--- config.mk ---
export PLATFORM = sky130hd
export DESIGN_NAME = eeic_edge_ctrl
export DESIGN_NICKNAME = d
export VERILOG_FILES = /design/src/shared/eeic_pkg.sv /design/src/logic/eeic_edge_chan.sv /design/src/logic/eeic_edge_ctrl.sv
export SDC_FILE = /design/constraint.sdc
export NUM_CORES = 1
export LEC_CHECK = 0
export ABC_CLOCK_PERIOD_IN_PS = 2200
export BUFFER_PORTS_ARGS = -buffer_cell sky130_fd_sc_hd__buf_4
export CORE_MARGIN = 2
export CORE_UTILIZATION = 39
export CTS_CLUSTER_DIAMETER = 50
export DETAILED_ROUTE_END_ITERATION = 8
export PLACE_DENSITY = 0.73
export REMOVE_ABC_BUFFERS = 1
export SLEW_MARGIN = 25
export SYNTH_ARGS = -nofsm -noshare
export SYNTH_HDL_FRONTEND = slang
export SYNTH_HIERARCHICAL = 1
export SYNTH_SLANG_ARGS = --single-unit
--- constraint.sdc ---
create_clock -name pclk -period 2.2 [get_ports pclk]
set_clock_uncertainty 0.1 [all_clocks]
set_input_delay 0.44 -clock pclk [delete_from_list [all_inputs] [get_ports pclk]]
set_output_delay 0.44 -clock pclk [all_outputs]
set_load 0.01 [all_outputs]
--- src/shared/eeic_pkg.sv ---
/*
 * Constants, register layout and state types for the edge event input
 * control block.
 * Assumes a single pclk domain and an APB master with 32-bit data.
 */
package eeic_pkg;

   localparam int unsigned EEIC_AW     = 12;
   localparam int unsigned EEIC_DW     = 32;
   localparam int unsigned EEIC_SEL_W  = 4;
   localparam int unsigned EEIC_PINS   = 2;

   // Control register word address
   localparam logic [EEIC_AW-1:0] EEIC_CTRL_ADDR = 12'h000;

   // Byte lanes holding the control register
   localparam int unsigned EEIC_LANE_LO = 0;
   localparam int unsigned EEIC_LANE_HI = 1;

   // Index of each pin inside the synchroniser vectors
   localparam int unsigned EEIC_PIN1 = 0;
   localparam int unsigned EEIC_PIN2 = 1;

   // First channel source codes
   localparam logic [EEIC_SEL_W-1:0] EEIC_A_TIMER1 = 4'h0;
   localparam logic [EEIC_SEL_W-1:0] EEIC_A_OC1    = 4'h1;
   localparam logic [EEIC_SEL_W-1:0] EEIC_A_PIN2   = 4'h2;
   localparam logic [EEIC_SEL_W-1:0] EEIC_A_PIN1   = 4'h3;

   // Second channel source codes
   localparam logic [EEIC_SEL_W-1:0] EEIC_B_OC1    = 4'h1;
   localparam logic [EEIC_SEL_W-1:0] EEIC_B_PIN1   = 4'h2;
   localparam logic [EEIC_SEL_W-1:0] EEIC_B_COMPARATOR_2   = 4'h4;
   localparam logic [EEIC_SEL_W-1:0] EEIC_B_RSVD   = 4'hF;

   localparam logic [EEIC_DW-1:0] EEIC_RDATA_ZERO = 32'h0000_0000;
   localparam logic [15:0]        EEIC_HI_ZERO    = 16'h0000;

   // Register layout as software sees it, bit 15 down to bit 0
   typedef struct packed {
      logic                  mode_a;
      logic                  pol_a;
      logic [EEIC_SEL_W-1:0] sel_a;
      logic                  stat_b;
      logic                  stat_a;
      logic                  mode_b;
      logic                  pol_b;
      logic [EEIC_SEL_W-1:0] sel_b;
      logic [1:0]            rsvd;
   } eeic_ctrl_t;

   // Writable configuration held by the block
   typedef struct packed {
      logic                  mode_a;
      logic                  pol_a;
      logic [EEIC_SEL_W-1:0] sel_a;
      logic                  mode_b;
      logic                  pol_b;
      logic [EEIC_SEL_W-1:0] sel_b;
   } eeic_cfg_t;

   localparam eeic_cfg_t EEIC_CFG_RESET = '0;

   // On-chip event sources, already in the pclk domain
   typedef struct packed {
      logic timer_1_event;
      logic output_compare_1;
      logic comparator_2;
   } eeic_evt_t;

   typedef struct packed {
      eeic_cfg_t            cfg;
      logic [EEIC_PINS-1:0] pin_s1;
      logic [EEIC_PINS-1:0] pin_s2;
      logic [EEIC_DW-1:0]   prdata;
   } eeic_main_st_t;

   typedef struct packed {
      logic prev;
      logic flag;
   } eeic_chan_st_t;

endpackage

--- src/logic/eeic_edge_chan.sv ---
/*
 * One edge channel: qualifies the selected source by sense mode and
 * polarity and keeps the sticky occurred flag.
 * Assumes src is already synchronous to pclk.
 */
module eeic_edge_chan
   import eeic_pkg::*;
(
   input  wire logic pclk,
   input  wire logic presetn,
   input  wire logic src,
   input  wire logic src_valid,
   input  wire logic sense_edge,
   input  wire logic polarity,
   input  wire logic sw_wr,
   input  wire logic sw_val,
   output logic      hit,
   output logic      flag
);

   eeic_chan_st_t st_r;
   eeic_chan_st_t st_nxt;

   always_comb begin
      st_nxt      = st_r;
      st_nxt.prev = src;
      if (sense_edge) begin
         hit = src_valid && (src == polarity) && (src != st_r.prev);
      end else begin
         hit = src_valid && (src == polarity);
      end
      if (sw_wr) begin
         st_nxt.flag = sw_val;
      end
      // Set beats a same-cycle software clear
      if (hit) begin
         st_nxt.flag = 1'b1;
      end
   end

   always_ff @(posedge pclk or negedge presetn) begin
      if (!presetn) begin
         st_r <= '0;
      end else begin
         st_r <= st_nxt;
      end
   end

   assign flag = st_r.flag;

   hit_sets_flag_a : assert property (
      @(posedge pclk) disable iff (!presetn)
      hit |=> flag)
      else $error("flag not set after qualifying event");

   flag_sticky_a : assert property (
      @(posedge pclk) disable iff (!presetn)
      (flag && !(sw_wr && !sw_val)) |=> flag)
      else $error("flag dropped without software clear");

   edge_needs_change_a : assert property (
      @(posedge pclk) disable iff (!presetn)
      (hit && sense_edge) |-> (src != $past(src)))
      else $error("edge mode hit without a transition");

endmodule

--- src/logic/eeic_edge_ctrl.sv ---
/*
 * Edge event input control: APB register, source routing for both edge
 * channels, pin synchronisers and the occurred flags.
 * Assumes a zero-wait APB master on pclk and on-chip sources on pclk.
 */
module eeic_edge_ctrl
   import eeic_pkg::*;
(
   input  wire logic                 pclk,
   input  wire logic                 presetn,
   input  wire logic                 psel,
   input  wire logic                 penable,
   input  wire logic                 pwrite,
   input  wire logic [EEIC_AW-1:0]   paddr,
   input  wire logic [EEIC_DW-1:0]   pwdata,
   input  wire logic [3:0]           pstrb,
   output logic      [EEIC_DW-1:0]   prdata,
   output logic                      pready,
   output logic                      pslverr,
   input  wire eeic_evt_t            evt_in,
   input  wire logic                 edge_input_pin_1,
   input  wire logic                 edge_input_pin_2,
   output logic                      edge_a_occurred_flag,
   output logic                      edge_b_occurred_flag
);

   eeic_main_st_t st_r;
   eeic_main_st_t st_nxt;

   logic       setup_ph;
   logic       access_ph;
   logic       addr_hit;
   logic       wr_lo;
   logic       wr_hi;
   eeic_ctrl_t wr_word;
   eeic_ctrl_t rd_view;
   logic       pin1_sync;
   logic       pin2_sync;
   logic       src_a;
   logic       src_a_valid;
   logic       src_b;
   logic       src_b_valid;
   logic       hit_a;
   logic       hit_b;
   logic       flag_a;
   logic       flag_b;

   assign setup_ph  = psel && !penable;
   assign access_ph = psel && penable;
   assign addr_hit  = (paddr == EEIC_CTRL_ADDR);
   assign wr_lo     = access_ph && pwrite && addr_hit && pstrb[EEIC_LANE_LO];
   assign wr_hi     = access_ph && pwrite && addr_hit && pstrb[EEIC_LANE_HI];
   assign wr_word   = eeic_ctrl_t'(pwdata[15:0]);

   // Zero-wait slave; unmapped word answers with an error
   assign pready  = 1'b1;
   assign pslverr = access_ph && !addr_hit;
   assign prdata  = st_r.prdata;

   // Only the second stage is looked at by any logic
   assign pin1_sync = st_r.pin_s2[EEIC_PIN1];
   assign pin2_sync = st_r.pin_s2[EEIC_PIN2];

   // Readback of the whole control word; low two bits read zero
   always_comb begin
      rd_view        = '0;
      rd_view.mode_a = st_r.cfg.mode_a;
      rd_view.pol_a  = st_r.cfg.pol_a;
      rd_view.sel_a  = st_r.cfg.sel_a;
      rd_view.stat_b = flag_b;
      rd_view.stat_a = flag_a;
      rd_view.mode_b = st_r.cfg.mode_b;
      rd_view.pol_b  = st_r.cfg.pol_b;
      rd_view.sel_b  = st_r.cfg.sel_b;
   end

   // First channel routing; reserved codes never produce an event
   always_comb begin
      src_a       = 1'b0;
      src_a_valid = 1'b1;
      unique case (st_r.cfg.sel_a)
         EEIC_A_TIMER1: begin
            src_a = evt_in.timer_1_event;
         end
         EEIC_A_OC1: begin
            src_a = evt_in.output_compare_1;
         end
         EEIC_A_PIN2: begin
            src_a = pin2_sync;
         end
         EEIC_A_PIN1: begin
            src_a = pin1_sync;
         end
         default: begin
            src_a_valid = 1'b0;
         end
      endcase
   end

   // Second channel routing; reserved codes never produce an event
   always_comb begin
      src_b       = 1'b0;
      src_b_valid = 1'b1;
      unique case (st_r.cfg.sel_b)
         EEIC_B_OC1: begin
            src_b = evt_in.output_compare_1;
         end
         EEIC_B_PIN1: begin
            src_b = pin1_sync;
         end
         EEIC_B_COMPARATOR_2: begin
            src_b = evt_in.comparator_2;
         end
         default: begin
            src_b_valid = 1'b0;
         end
      endcase
   end

   always_comb begin
      st_nxt        = st_r;
      st_nxt.pin_s1 = {edge_input_pin_2, edge_input_pin_1};
      st_nxt.pin_s2 = st_r.pin_s1;
      // Read data is caught in the setup phase so prdata is a flop
      if (setup_ph) begin
         if (addr_hit && !pwrite) begin
            st_nxt.prdata = {EEIC_HI_ZERO, rd_view};
         end else begin
            st_nxt.prdata = EEIC_RDATA_ZERO;
         end
      end
      if (wr_hi) begin
         st_nxt.cfg.mode_a = wr_word.mode_a;
         st_nxt.cfg.pol_a  = wr_word.pol_a;
         st_nxt.cfg.sel_a  = wr_word.sel_a;
      end
      if (wr_lo) begin
         st_nxt.cfg.mode_b = wr_word.mode_b;
         st_nxt.cfg.pol_b  = wr_word.pol_b;
         st_nxt.cfg.sel_b  = wr_word.sel_b;
      end
   end

   always_ff @(posedge pclk or negedge presetn) begin
      if (!presetn) begin
         st_r        <= '0;
         st_r.cfg    <= EEIC_CFG_RESET;
         st_r.prdata <= EEIC_RDATA_ZERO;
      end else begin
         st_r <= st_nxt;
      end
   end

   // Writes to the status bits land in the high byte lane
   eeic_edge_chan u_chan_a (
      .pclk       (pclk),
      .presetn    (presetn),
      .src        (src_a),
      .src_valid  (src_a_valid),
      .sense_edge (st_r.cfg.mode_a),
      .polarity   (st_r.cfg.pol_a),
      .sw_wr      (wr_hi),
      .sw_val     (wr_word.stat_a),
      .hit        (hit_a),
      .flag       (flag_a)
   );

   eeic_edge_chan u_chan_b (
      .pclk       (pclk),
      .presetn    (presetn),
      .src        (src_b),
      .src_valid  (src_b_valid),
      .sense_edge (st_r.cfg.mode_b),
      .polarity   (st_r.cfg.pol_b),
      .sw_wr      (wr_hi),
      .sw_val     (wr_word.stat_b),
      .hit        (hit_b),
      .flag       (flag_b)
   );

   assign edge_a_occurred_flag = flag_a;
   assign edge_b_occurred_flag = flag_b;

   flag_b_set_a : assert property (
      @(posedge pclk) disable iff (!presetn)
      hit_b |=> (edge_b_occurred_flag && rd_view.stat_b))
      else $error("second flag missed its event");

   flag_b_write_a : assert property (
      @(posedge pclk) disable iff (!presetn)
      (wr_hi && !hit_b) |=> (flag_b == $past(wr_word.stat_b)))
      else $error("second flag ignored software write");

   flag_a_set_a : assert property (
      @(posedge pclk) disable iff (!presetn)
      hit_a |=> (edge_a_occurred_flag && rd_view.stat_a))
      else $error("first flag missed its event");

   flag_a_write_a : assert property (
      @(posedge pclk) disable iff (!presetn)
      (wr_hi && !hit_a) |=> (flag_a == $past(wr_word.stat_a)))
      else $error("first flag ignored software write");

   level_mode_b_a : assert property (
      @(posedge pclk) disable iff (!presetn)
      (!st_r.cfg.mode_b && src_b_valid && src_b == st_r.cfg.pol_b)
      |-> hit_b)
      else $error("level mode missed an active level");

   edge_mode_b_a : assert property (
      @(posedge pclk) disable iff (!presetn)
      (st_r.cfg.mode_b && $stable(st_r.cfg.sel_b) && $stable(src_b))
      |-> !hit_b)
      else $error("edge mode fired without a transition");

   polarity_b_a : assert property (
      @(posedge pclk) disable iff (!presetn)
      hit_b |-> (src_b == st_r.cfg.pol_b))
      else $error("second channel fired on wrong polarity");

   route_b_pin_a : assert property (
      @(posedge pclk) disable iff (!presetn)
      (st_r.cfg.sel_b == EEIC_B_PIN1)
      |-> (src_b == $past(edge_input_pin_1, 2) && src_b_valid))
      else $error("second channel pin route wrong");

   route_b_rsvd_a : assert property (
      @(posedge pclk) disable iff (!presetn)
      (st_r.cfg.sel_b == EEIC_B_RSVD) |-> !hit_b)
      else $error("reserved source produced an event");

   polarity_a_a : assert property (
      @(posedge pclk) disable iff (!presetn)
      hit_a |-> (src_a == st_r.cfg.pol_a))
      else $error("first channel fired on wrong polarity");

   route_a_pin_a : assert property (
      @(posedge pclk) disable iff (!presetn)
      (st_r.cfg.sel_a == EEIC_A_PIN2)
      |-> (src_a == $past(edge_input_pin_2, 2) && src_a_valid))
      else $error("first channel pin route wrong");

   route_a_timer_a : assert property (
      @(posedge pclk) disable iff (!presetn)
      (st_r.cfg.sel_a == EEIC_A_TIMER1)
      |-> (src_a == evt_in.timer_1_event))
      else $error("first channel timer route wrong");

   sticky_b_a : assert property (
      @(posedge pclk) disable iff (!presetn)
      (flag_b && !wr_hi) [*2] |=> flag_b)
      else $error("second flag cleared without a write");

   cfg_write_a : assert property (
      @(posedge pclk) disable iff (!presetn)
      wr_lo |=> (st_r.cfg.pol_b == $past(wr_word.pol_b)
                 && st_r.cfg.mode_b == $past(wr_word.mode_b)))
      else $error("low byte write not stored");

   rdata_view_a : assert property (
      @(posedge pclk) disable iff (!presetn)
      (setup_ph && addr_hit && !pwrite)
      |=> (prdata[9] == $past(flag_b) && prdata[8] == $past(flag_a)))
      else $error("readback does not show status flags");

   sticky_a_a : assert property (
      @(posedge pclk) disable iff (!presetn)
      (flag_a && !wr_hi) [*2] |=> flag_a)
      else $error("first flag cleared without a write");

   level_mode_a_a : assert property (
      @(posedge pclk) disable iff (!presetn)
      (!st_r.cfg.mode_a && src_a_valid && src_a == st_r.cfg.pol_a)
      |-> hit_a)
      else $error("first channel level mode missed a level");

   route_a_rsvd_a : assert property (
      @(posedge pclk) disable iff (!presetn)
      (st_r.cfg.sel_a > EEIC_A_PIN1) |-> !hit_a)
      else $error("first channel reserved code fired");

   route_a_oc_a : assert property (
      @(posedge pclk) disable iff (!presetn)
      (st_r.cfg.sel_a == EEIC_A_OC1)
      |-> (src_a == evt_in.output_compare_1 && src_a_valid))
      else $error("first channel compare route wrong");

   route_b_cmp_a : assert property (
      @(posedge pclk) disable iff (!presetn)
      (st_r.cfg.sel_b == EEIC_B_COMPARATOR_2)
      |-> (src_b == evt_in.comparator_2 && src_b_valid))
      else $error("second channel comparator route wrong");

   route_b_oc_a : assert property (
      @(posedge pclk) disable iff (!presetn)
      (st_r.cfg.sel_b == EEIC_B_OC1)
      |-> (src_b == evt_in.output_compare_1 && src_b_valid))
      else $error("second channel compare route wrong");

endmodule

==> results of run 1 <==
==> layer usage <==
metal,routed length [um],vias up
met3,247,3
met2,1540,56
met4,28,0
met5,0,-
li1,-,529
met1,1390,530
==> through the flow <==
stage / utilization [%] / hold slack [ns] / cells / power [mW] / area, um^2
after floorplan: - / 0.0444 / 118 / 0.675 / 1510
after global placement: 49.6 / 0.231 / 223 / 0.750 / 1980
after detailed placement: 49.6 / 0.235 / 223 / 0.752 / 1980
after CTS: 52.2 / 0.153 / 232 / 1.22 / 2090
after global routing: 52.2 / 0.143 / 232 / 1.27 / 2090
final: 52.2 / 0.164 / 232 / 1.21 / 2090
==> path summary, 6_finish.rpt <==
| path | from | end | slack (ns) | depth (start not counted) |
|---|---|---|---|---|
| max in group asynchronous | presetn | rd_view[2]$_DFFE_PN0P_ | 1.17 | 2 |
| hold / removal | edge_input_pin_2 | st_nxt[33]$_DFF_PN0_ | 0.16 | 1 |
| setup / recovery | paddr[6] | pslverr | 0.40 | 4 |
| hold reg to reg | st_nxt[32]$_DFF_PN0_ | pin1_sync$_DFF_PN0_ | 0.25 | 0 |
| min in group asynchronous | presetn | prdata[11]$_DFFE_PN0P_ | 0.54 | 2 |
| setup reg to reg | rd_view[10]$_DFFE_PN0P_ | u_chan_a/flag$_DFFE_PN0P_ | 0.63 | 4 |
==> state kept, by name (all words and copies together) (netlist names) <==
signal	cells
u_chan_b/flag	1
u_chan_a/flag	1
u_chan_b/st_r	1
rd_view	12
pin2_sync	1
u_chan_a/st_r	1
pin1_sync	1
prdata	14
st_nxt	2
==> worst reg2reg max path, stage by stage (launching register included) <==
cell,delay (ns)
dfrtp_1,0.40
mux4_2,0.51
and2_1,0.19
a22oi_1,0.18
o21ai_1,0.07
==> power breakdown <==
part | switching (mW) | leakage, nW | internal [mW]
sequential | 0.00251 | 0.458 | 0.631
combinational | 0.0541 | 0.575 | 0.0530
clock | 0.214 | 0.0472 | 0.251
total | 0.271 | 1.08 | 0.935
==> layout make-up <==
class | instances | area share, %
Sequential cell | 34 | 40.7
Multi-Input combinational cell | 82 | 31.1
Timing Repair Buffer | 56 | 20.3
Clock buffer | 6 | 3.95
Tap cell | 50 | 3.00
Clock inverter | 2 | 0.599
Inverter | 2 | 0.359
==> cell usage in the layout (no fill, tap or decap), drive strengths merged <==
cell type     n
nor4          3
dfrtp        34
mux2         12
nand2b        3
nand3         1
clkbuf        6
nor2          5
dlygate4sd3   1
clkinv        1
o21ai         2
a21oi         1
and4          4
a31oi         1
mux2i         3
a21boi        2
conb         19
clkinvlp      1
nand4         2
buf          55
mux4          1
and2          1
a22o         14
nor3b         1
inv           2
nand3b        2
nand2         1
a21o          1
a22oi         2
xor2          1
==> metrics.txt, run 1 <==
Syn-to-layout area delta=29.2%; Most Frequent Cell on Critical Path=buf_4; Post-Synthesis Cells=123; M1 GR Usage=18.7%; Yosys warning count=6; Place WS=0.322 ns; Core Box Area=4000 um^2; Crit Path Max Fanout=5; die width=68.4 um; Hold Crit Class=in -> reg; Clock Tree Root=clkbuf_8; Top Family by Delay on Critical Path=simple AND/OR/NAND/NOR gates; Max Slew Vio Count=0; min cycle time layout=1.80 ns; maximum clock frequency=0.555 GHz; initial antenna violation count=0; PortBufs=54; DR pass1 iterations=4; RSZ-0062 raised after global routing=false; post_cts resized=0; hold_buf cts=1; area of the multi-input gates=649 um^2; grt met2 use=25.4%; power density over cell area=577 nW/um^2; Initial Util=40.4%; routability cong.=0.785; Rel. slew slack=59.1%; Fill cells=354; FF+latch area=851 um^2; antenna-violating nets left=0; GRT Residual Overflow=0; Leak=1.08 nW; total number of vias=1118; DR WL/cell=13.8 um; layout cells sized above 1=45.1%; Tot GR Track Use=15.0%; CTS tree=built; max-capacitance violation count=0; CP peak stage delay=0.40 ns; Max VDD drop=0.000467 V; Die Ht=68.4 um; Clock transition at path regs=0.07 ns; Post-Syn Area=1620 um^2; DRC viols=0; Final WS setup=0.399 ns; vias per cell=4.82; slowest stage cell, crit path=nor4_4; Critical Path Sink Type=primary output; final setup vio count=0; TritonCTS buffer count=5; first-pass GRT wire length=5160 um; FP Rows=23; Post-Synthesis Mean Instance Area=13.1 um^2; # H-tree levels=2; GR peak layer=met2; nets@finish=239; CTS Buffer Depth=2; clk_lat worst skew=0.28 ns; worst endpoint data arrival time=1.26 ns; postcts setup bufs=0; io pins=94; status=finished, final reports clean; Fin. Hold Viols=0; met3 GRT Util=3.62%; required time of the critical path=1.66 ns; Num Clock Sinks=34; CP bufs+invs=2; Final period util=81.9%; number of global-route vias before repair=1123; critical path type=in -> out; Fin Setup TNS=0 ns; initial DRC count=30; Antenna Cells=0; startpoint class of the critical path=input pin; DPL Wire Length=2420 um; crit path cell chain=buf_4 -> nor4_4 -> a31oi_1 -> buf_4; Die ar.=4680 um^2; largest net degree at the start of global routing=35; Total Wirelength=3200 um; Worst-Margin Slew=0.614 ns
Note: power is estimated with default switching activity, not from simulation.
==> run 2: changes to the inputs <==
Settings changed: ABC_CLOCK_PERIOD_IN_PS 2200 to 1630, PLACE_DENSITY 0.73 to 0.75.
Clock period 2.2 ns to 1.63 ns, I/O delays scaled along.
==> run 2 against run 1 <==
Non-clock buffer count increased by 10. Cell area increased by 3.4%. Global-route usage decreased by 0.91 points. Setup slack got worse by 0.31 ns. Routed wire length increased by 0.63%. Cell count increased by 3.9%. Critical path type unchanged. Largest power group unchanged.
==> metrics.txt, run 2 (synthesis gave the netlist of run 1 again) <==
worst reg-to-reg setup slack=0.09 ns; first-pass GRT wire length=4750 um; initial DRC count=19; internal cell power=1.22 mW; DR WL/cell=13.4 um; Final WS setup=0.0847 ns; hold slack=0.0476 ns; nets@finish=249; Sw Ratio=23.5%; Crit Path Max Fanout=2; most frequent cells in the layout=64 x buf_4, 34 x dfrtp_1, 19 x conb_1, 14 x a22o_1, 12 x mux2_2; largest reg by FF count=prdata; Place WS=-0.0572 ns; Fill cells=357; Post-Layout Cell Count=241; die width=68.4 um; Fin. Hold Viols=0; DPL Wire Length=2260 um; GRT Residual Overflow=0; PortBufs=54; P_sw=0.373 mW; RSZ-0062 raised after global routing=false; CTS tree=built; io pins=94; max-capacitance violation count=0; min cycle time layout=1.55 ns; Leak=1.13 nW; Hold Crit Class=in -> reg; largest net degree at the start of global routing=35; startpoint class of the critical path=input pin; status=finished, final reports clean; Initial Util=40.4%; layout cells sized above 1=47.6%; combinational power share=9.7%; power density over cell area=736 nW/um^2; clk_lat worst skew=0.29 ns; Max Slew Vio Count=0; Num Clock Sinks=34; DR pass1 iterations=4; Syn-to-layout area delta=33.6%; initial antenna violation count=0; clock network fraction of total power=36.6%; Die ar.=4680 um^2; FP Rows=23; routability cong.=0.753; Die Ht=68.4 um; maximum clock frequency=0.647 GHz; Core Box Area=4000 um^2; antenna-violating nets left=0; Top Family by Delay on Critical Path=buffers and inverters; post_cts resized=0; slowest stage cell, crit path=nor4_4; Critical Path Sink Type=primary output; Clock Tree Root=clkbuf_8; total number of vias=1163; Final period util=94.8%; required time of the critical path=1.20 ns; number of global-route vias before repair=1035; Tot GR Track Use=14.1%; critical path type=in -> out; dpl cells=228; Clock transition at path regs=0.06 ns; CP bufs+invs=3; max reg flops=14; CTS Buffer Depth=2; final setup vio count=0; vias per cell=4.83; crit path cell chain=buf_4 -> nor4_4 -> buf_4 -> a31oi_1 -> buf_4; Most Frequent Cell on Critical Path=buf_4; TritonCTS buffer count=5; Total Wirelength=3220 um; worst endpoint data arrival time=1.12 ns; CP peak stage delay=0.29 ns; Max VDD drop=0.000543 V; part of the power in registers=53.8%; most common cell after layout, fill and taps aside=buf_4; fin util=54.0%; # H-tree levels=2; Antenna Cells=0; DRC viols=0
run 2: path summary, 6_finish.rpt:
path	cells past startpoint	endpoint	startpoint
max	5	pslverr	paddr[1]
min	1	st_nxt[33]$_DFF_PN0_	edge_input_pin_2
max reg2reg	4	u_chan_a/flag$_DFFE_PN0P_	rd_view[10]$_DFFE_PN0P_
min reg2reg	0	pin1_sync$_DFF_PN0_	st_nxt[32]$_DFF_PN0_
max in group asynchronous	2	prdata[4]$_DFFE_PN0P_	presetn
min in group asynchronous	2	prdata[13]$_DFFE_PN0P_	presetn
run 2: through the flow:
| stage | cell area (um^2) | total power [mW] | TNS (ns) |
|---|---|---|---|
| 2_1_floorplan | 1510 | 0.910 | 0 |
| 3_3_place_gp | 2030 | 1.02 | -1.09 |
| 3_5_place_dp | 2030 | 1.02 | -1.29 |
| 4_1_cts | 2140 | 1.61 | 0 |
| 5_1_grt | 2160 | 1.67 | 0 |
| 6_report | 2160 | 1.59 | 0 |
run 2: what timing repair did:
| item | in CTS | in global routing |
|---|---|---|
| hold endpoints to repair | 34 | 0 |
| hold buffers | 1 | 0 |
| buffers inserted | 2 | 3 |
| setup endpoints to repair | 1 | 1 |
| pin swaps | 2 | 2 |
run 2: layout make-up:
class / instances / area [um^2] / share of cell area [%]
inverters: 2 / 7.51 / 0.348
clock buffers: 5 / 68.8 / 3.19
repair buffers: 66 / 510 / 23.6
clock inverters: 2 / 10.0 / 0.463
well taps: 50 / 62.6 / 2.90
flip-flops and latches: 34 / 851 / 39.4
multi-input cells: 82 / 649 / 30.1
run 2: per-layer routing:
layer	GRT usage (%)	vias to the layer above	routed length (um)
met5	0	-	0
met4	6.75	0	51
met3	4.77	5	306
met2	22.0	57	1510
met1	17.3	557	1350
li1	-	544	-
run 2: power groups by stage:
stage	sequential, mW	clock, mW	combinational, mW
global route	0.855	0.642	0.171
global placement	0.870	0	0.147
CTS	0.854	0.602	0.152
detailed placement	0.871	0	0.148
floorplan	0.870	0	0.0401
finish	0.855	0.581	0.153
==> run 3: changes to the inputs <==
Settings changed: HOLD_SLACK_MARGIN set to 0.05, PLACE_DENSITY 0.75 to unset, PLACE_DENSITY_LB_ADDON set to 0.12.
==> run 3 against run 2 <==
Total power decreased by 1.4%. Sequential power about the same. Critical endpoint unchanged. Core utilization decreased by 1.1 points. Critical path depth decreased by 1. Combinational power decreased by 3%. Highest routed layer unchanged. Flip-flop and latch count unchanged. Die area unchanged. Largest power group unchanged.
==> metrics.txt, run 3 (synthesis gave the netlist of run 1 again) <==
max reg flops=14; final setup vio count=0; nets@finish=244; Syn-to-layout area delta=30.9%; min cycle time layout=1.56 ns; Top Family by Delay on Critical Path=simple AND/OR/NAND/NOR gates; PortBufs=54; Most Frequent Cell on Critical Path=buf_4; Final period util=95.5%; Leak=1.10 nW; fin util=52.9%; Tot GR Track Use=14.6%; worst reg-to-reg setup slack=0.08 ns; crit path cell chain=buf_4 -> nor4_4 -> a31oi_1 -> buf_4; CP peak stage delay=0.39 ns; Clock transition at path regs=0.06 ns; DR WL/cell=13.8 um; die width=68.4 um; clk_lat worst skew=0.28 ns; layout cells sized above 1=44.6%; initial DRC count=31; Max VDD drop=0.000559 V; placed cell areas=2000 um^2; Rel. slew slack=60.4%; Worst-Margin Slew=0.593 ns; initial antenna violation count=0; Antenna Cells=0; Clock Tree Root=clkbuf_8; power density over cell area=740 nW/um^2; routability cong.=0.744; io pins=94; total power=1.57 mW; required time of the critical path=1.20 ns; largest reg by FF count=prdata; startpoint class of the critical path=input pin; slowest stage cell, crit path=nor4_4; TritonCTS buffer count=5; CTS tree=built; GRT Residual Overflow=0; Fin Setup TNS=0 ns; Total Wirelength=3250 um; CP bufs+invs=2; antenna-violating nets left=0; worst endpoint data arrival time=1.13 ns; most common cell after layout, fill and taps aside=buf_4; Die ar.=4680 um^2; # H-tree levels=2; max-capacitance violation count=0; vias per cell=4.79; number of global-route vias before repair=1075; total number of vias=1131; most frequent cells in the layout=58 x buf_4, 34 x dfrtp_1, 19 x conb_1, 14 x a22o_1, 12 x mux2_2; Critical Path Sink Type=primary output; Crit Path Max Fanout=5; DPL Wire Length=2500 um; Hold Crit Class=in -> reg; Die Ht=68.4 um; Max Slew Vio Count=0; FP Rows=23; CTS Buffer Depth=2; DR pass1 iterations=4; largest net degree at the start of global routing=35; RSZ-0062 raised after global routing=false; DRC viols=0; design area=2120 um^2; Fin. Hold Viols=0; status=finished, final reports clean; first-pass GRT wire length=4920 um; Core Box Area=4000 um^2; Initial Util=40.4%; maximum clock frequency=0.642 GHz; critical path type=in -> out; Num Clock Sinks=34
-- run 3: per-layer routing --
metal | wire length (um) | GRT usage, % | part of all wire (%)
met1 | 1330 | 16.9 | 41
met2 | 1560 | 24.3 | 48
met3 | 298 | 5.10 | 9.2
met4 | 61 | 6.25 | 1.9
met5 | 0 | 0 | 0
-- run 3: cell type report --
class / instances / area [um^2]
Fill cell: 356 / 1880
Sequential cell: 34 / 851
Multi-Input combinational cell: 82 / 653
Timing Repair Buffer: 61 / 465
Clock buffer: 7 / 76.3
Tap cell: 50 / 62.6
Inverter: 2 / 7.51
-- run 3: worst register-to-register path, delay by kind of cell (launching register included) --
family,cells,cell delay [ns]
compound gates,2,0.25
simple gates,1,0.19
flops,1,0.38
mux,1,0.50
-- run 3: path summary, 6_finish.rpt --
path,start,end,cells past startpoint
max,paddr[5],pslverr,4
min,pwdata[14],rd_view[14]$_DFFE_PN0P_,2
max reg2reg,rd_view[10]$_DFFE_PN0P_,u_chan_a/flag$_DFFE_PN0P_,4
min reg2reg,st_nxt[32]$_DFF_PN0_,pin1_sync$_DFF_PN0_,0
max in group asynchronous,presetn,prdata[12]$_DFFE_PN0P_,2
min in group asynchronous,presetn,rd_view[5]$_DFFE_PN0P_,2
-- run 3: through the flow --
stage | instances | worst slack (ns) | hold slack [ns]
global route | 236 | 0.00957 | 0.175
detailed placement | 225 | -0.104 | 0.196
global placement | 225 | -0.0805 | 0.186
finish | 236 | 0.0732 | 0.179
CTS | 235 | 0.0690 | 0.171
floorplan | 118 | 0.163 | -0.0696
-- run 3: where the power goes --
group	switching [mW]	internal, mW	total [mW]	leakage, nW
sequential	0.00355	0.852	0.855	0.458
combinational	0.0737	0.0747	0.148	0.599
clock	0.269	0.294	0.562	0.0383
total	0.346	1.22	1.57	1.10
-- run 3: repair_timing --
action	4_1_cts	5_1_grt
hold buffers	3	0
endpoints found under the hold margin	36	0
buffers inserted	0	1
gates resized for setup	0	1
endpoints found under the setup margin	0	2
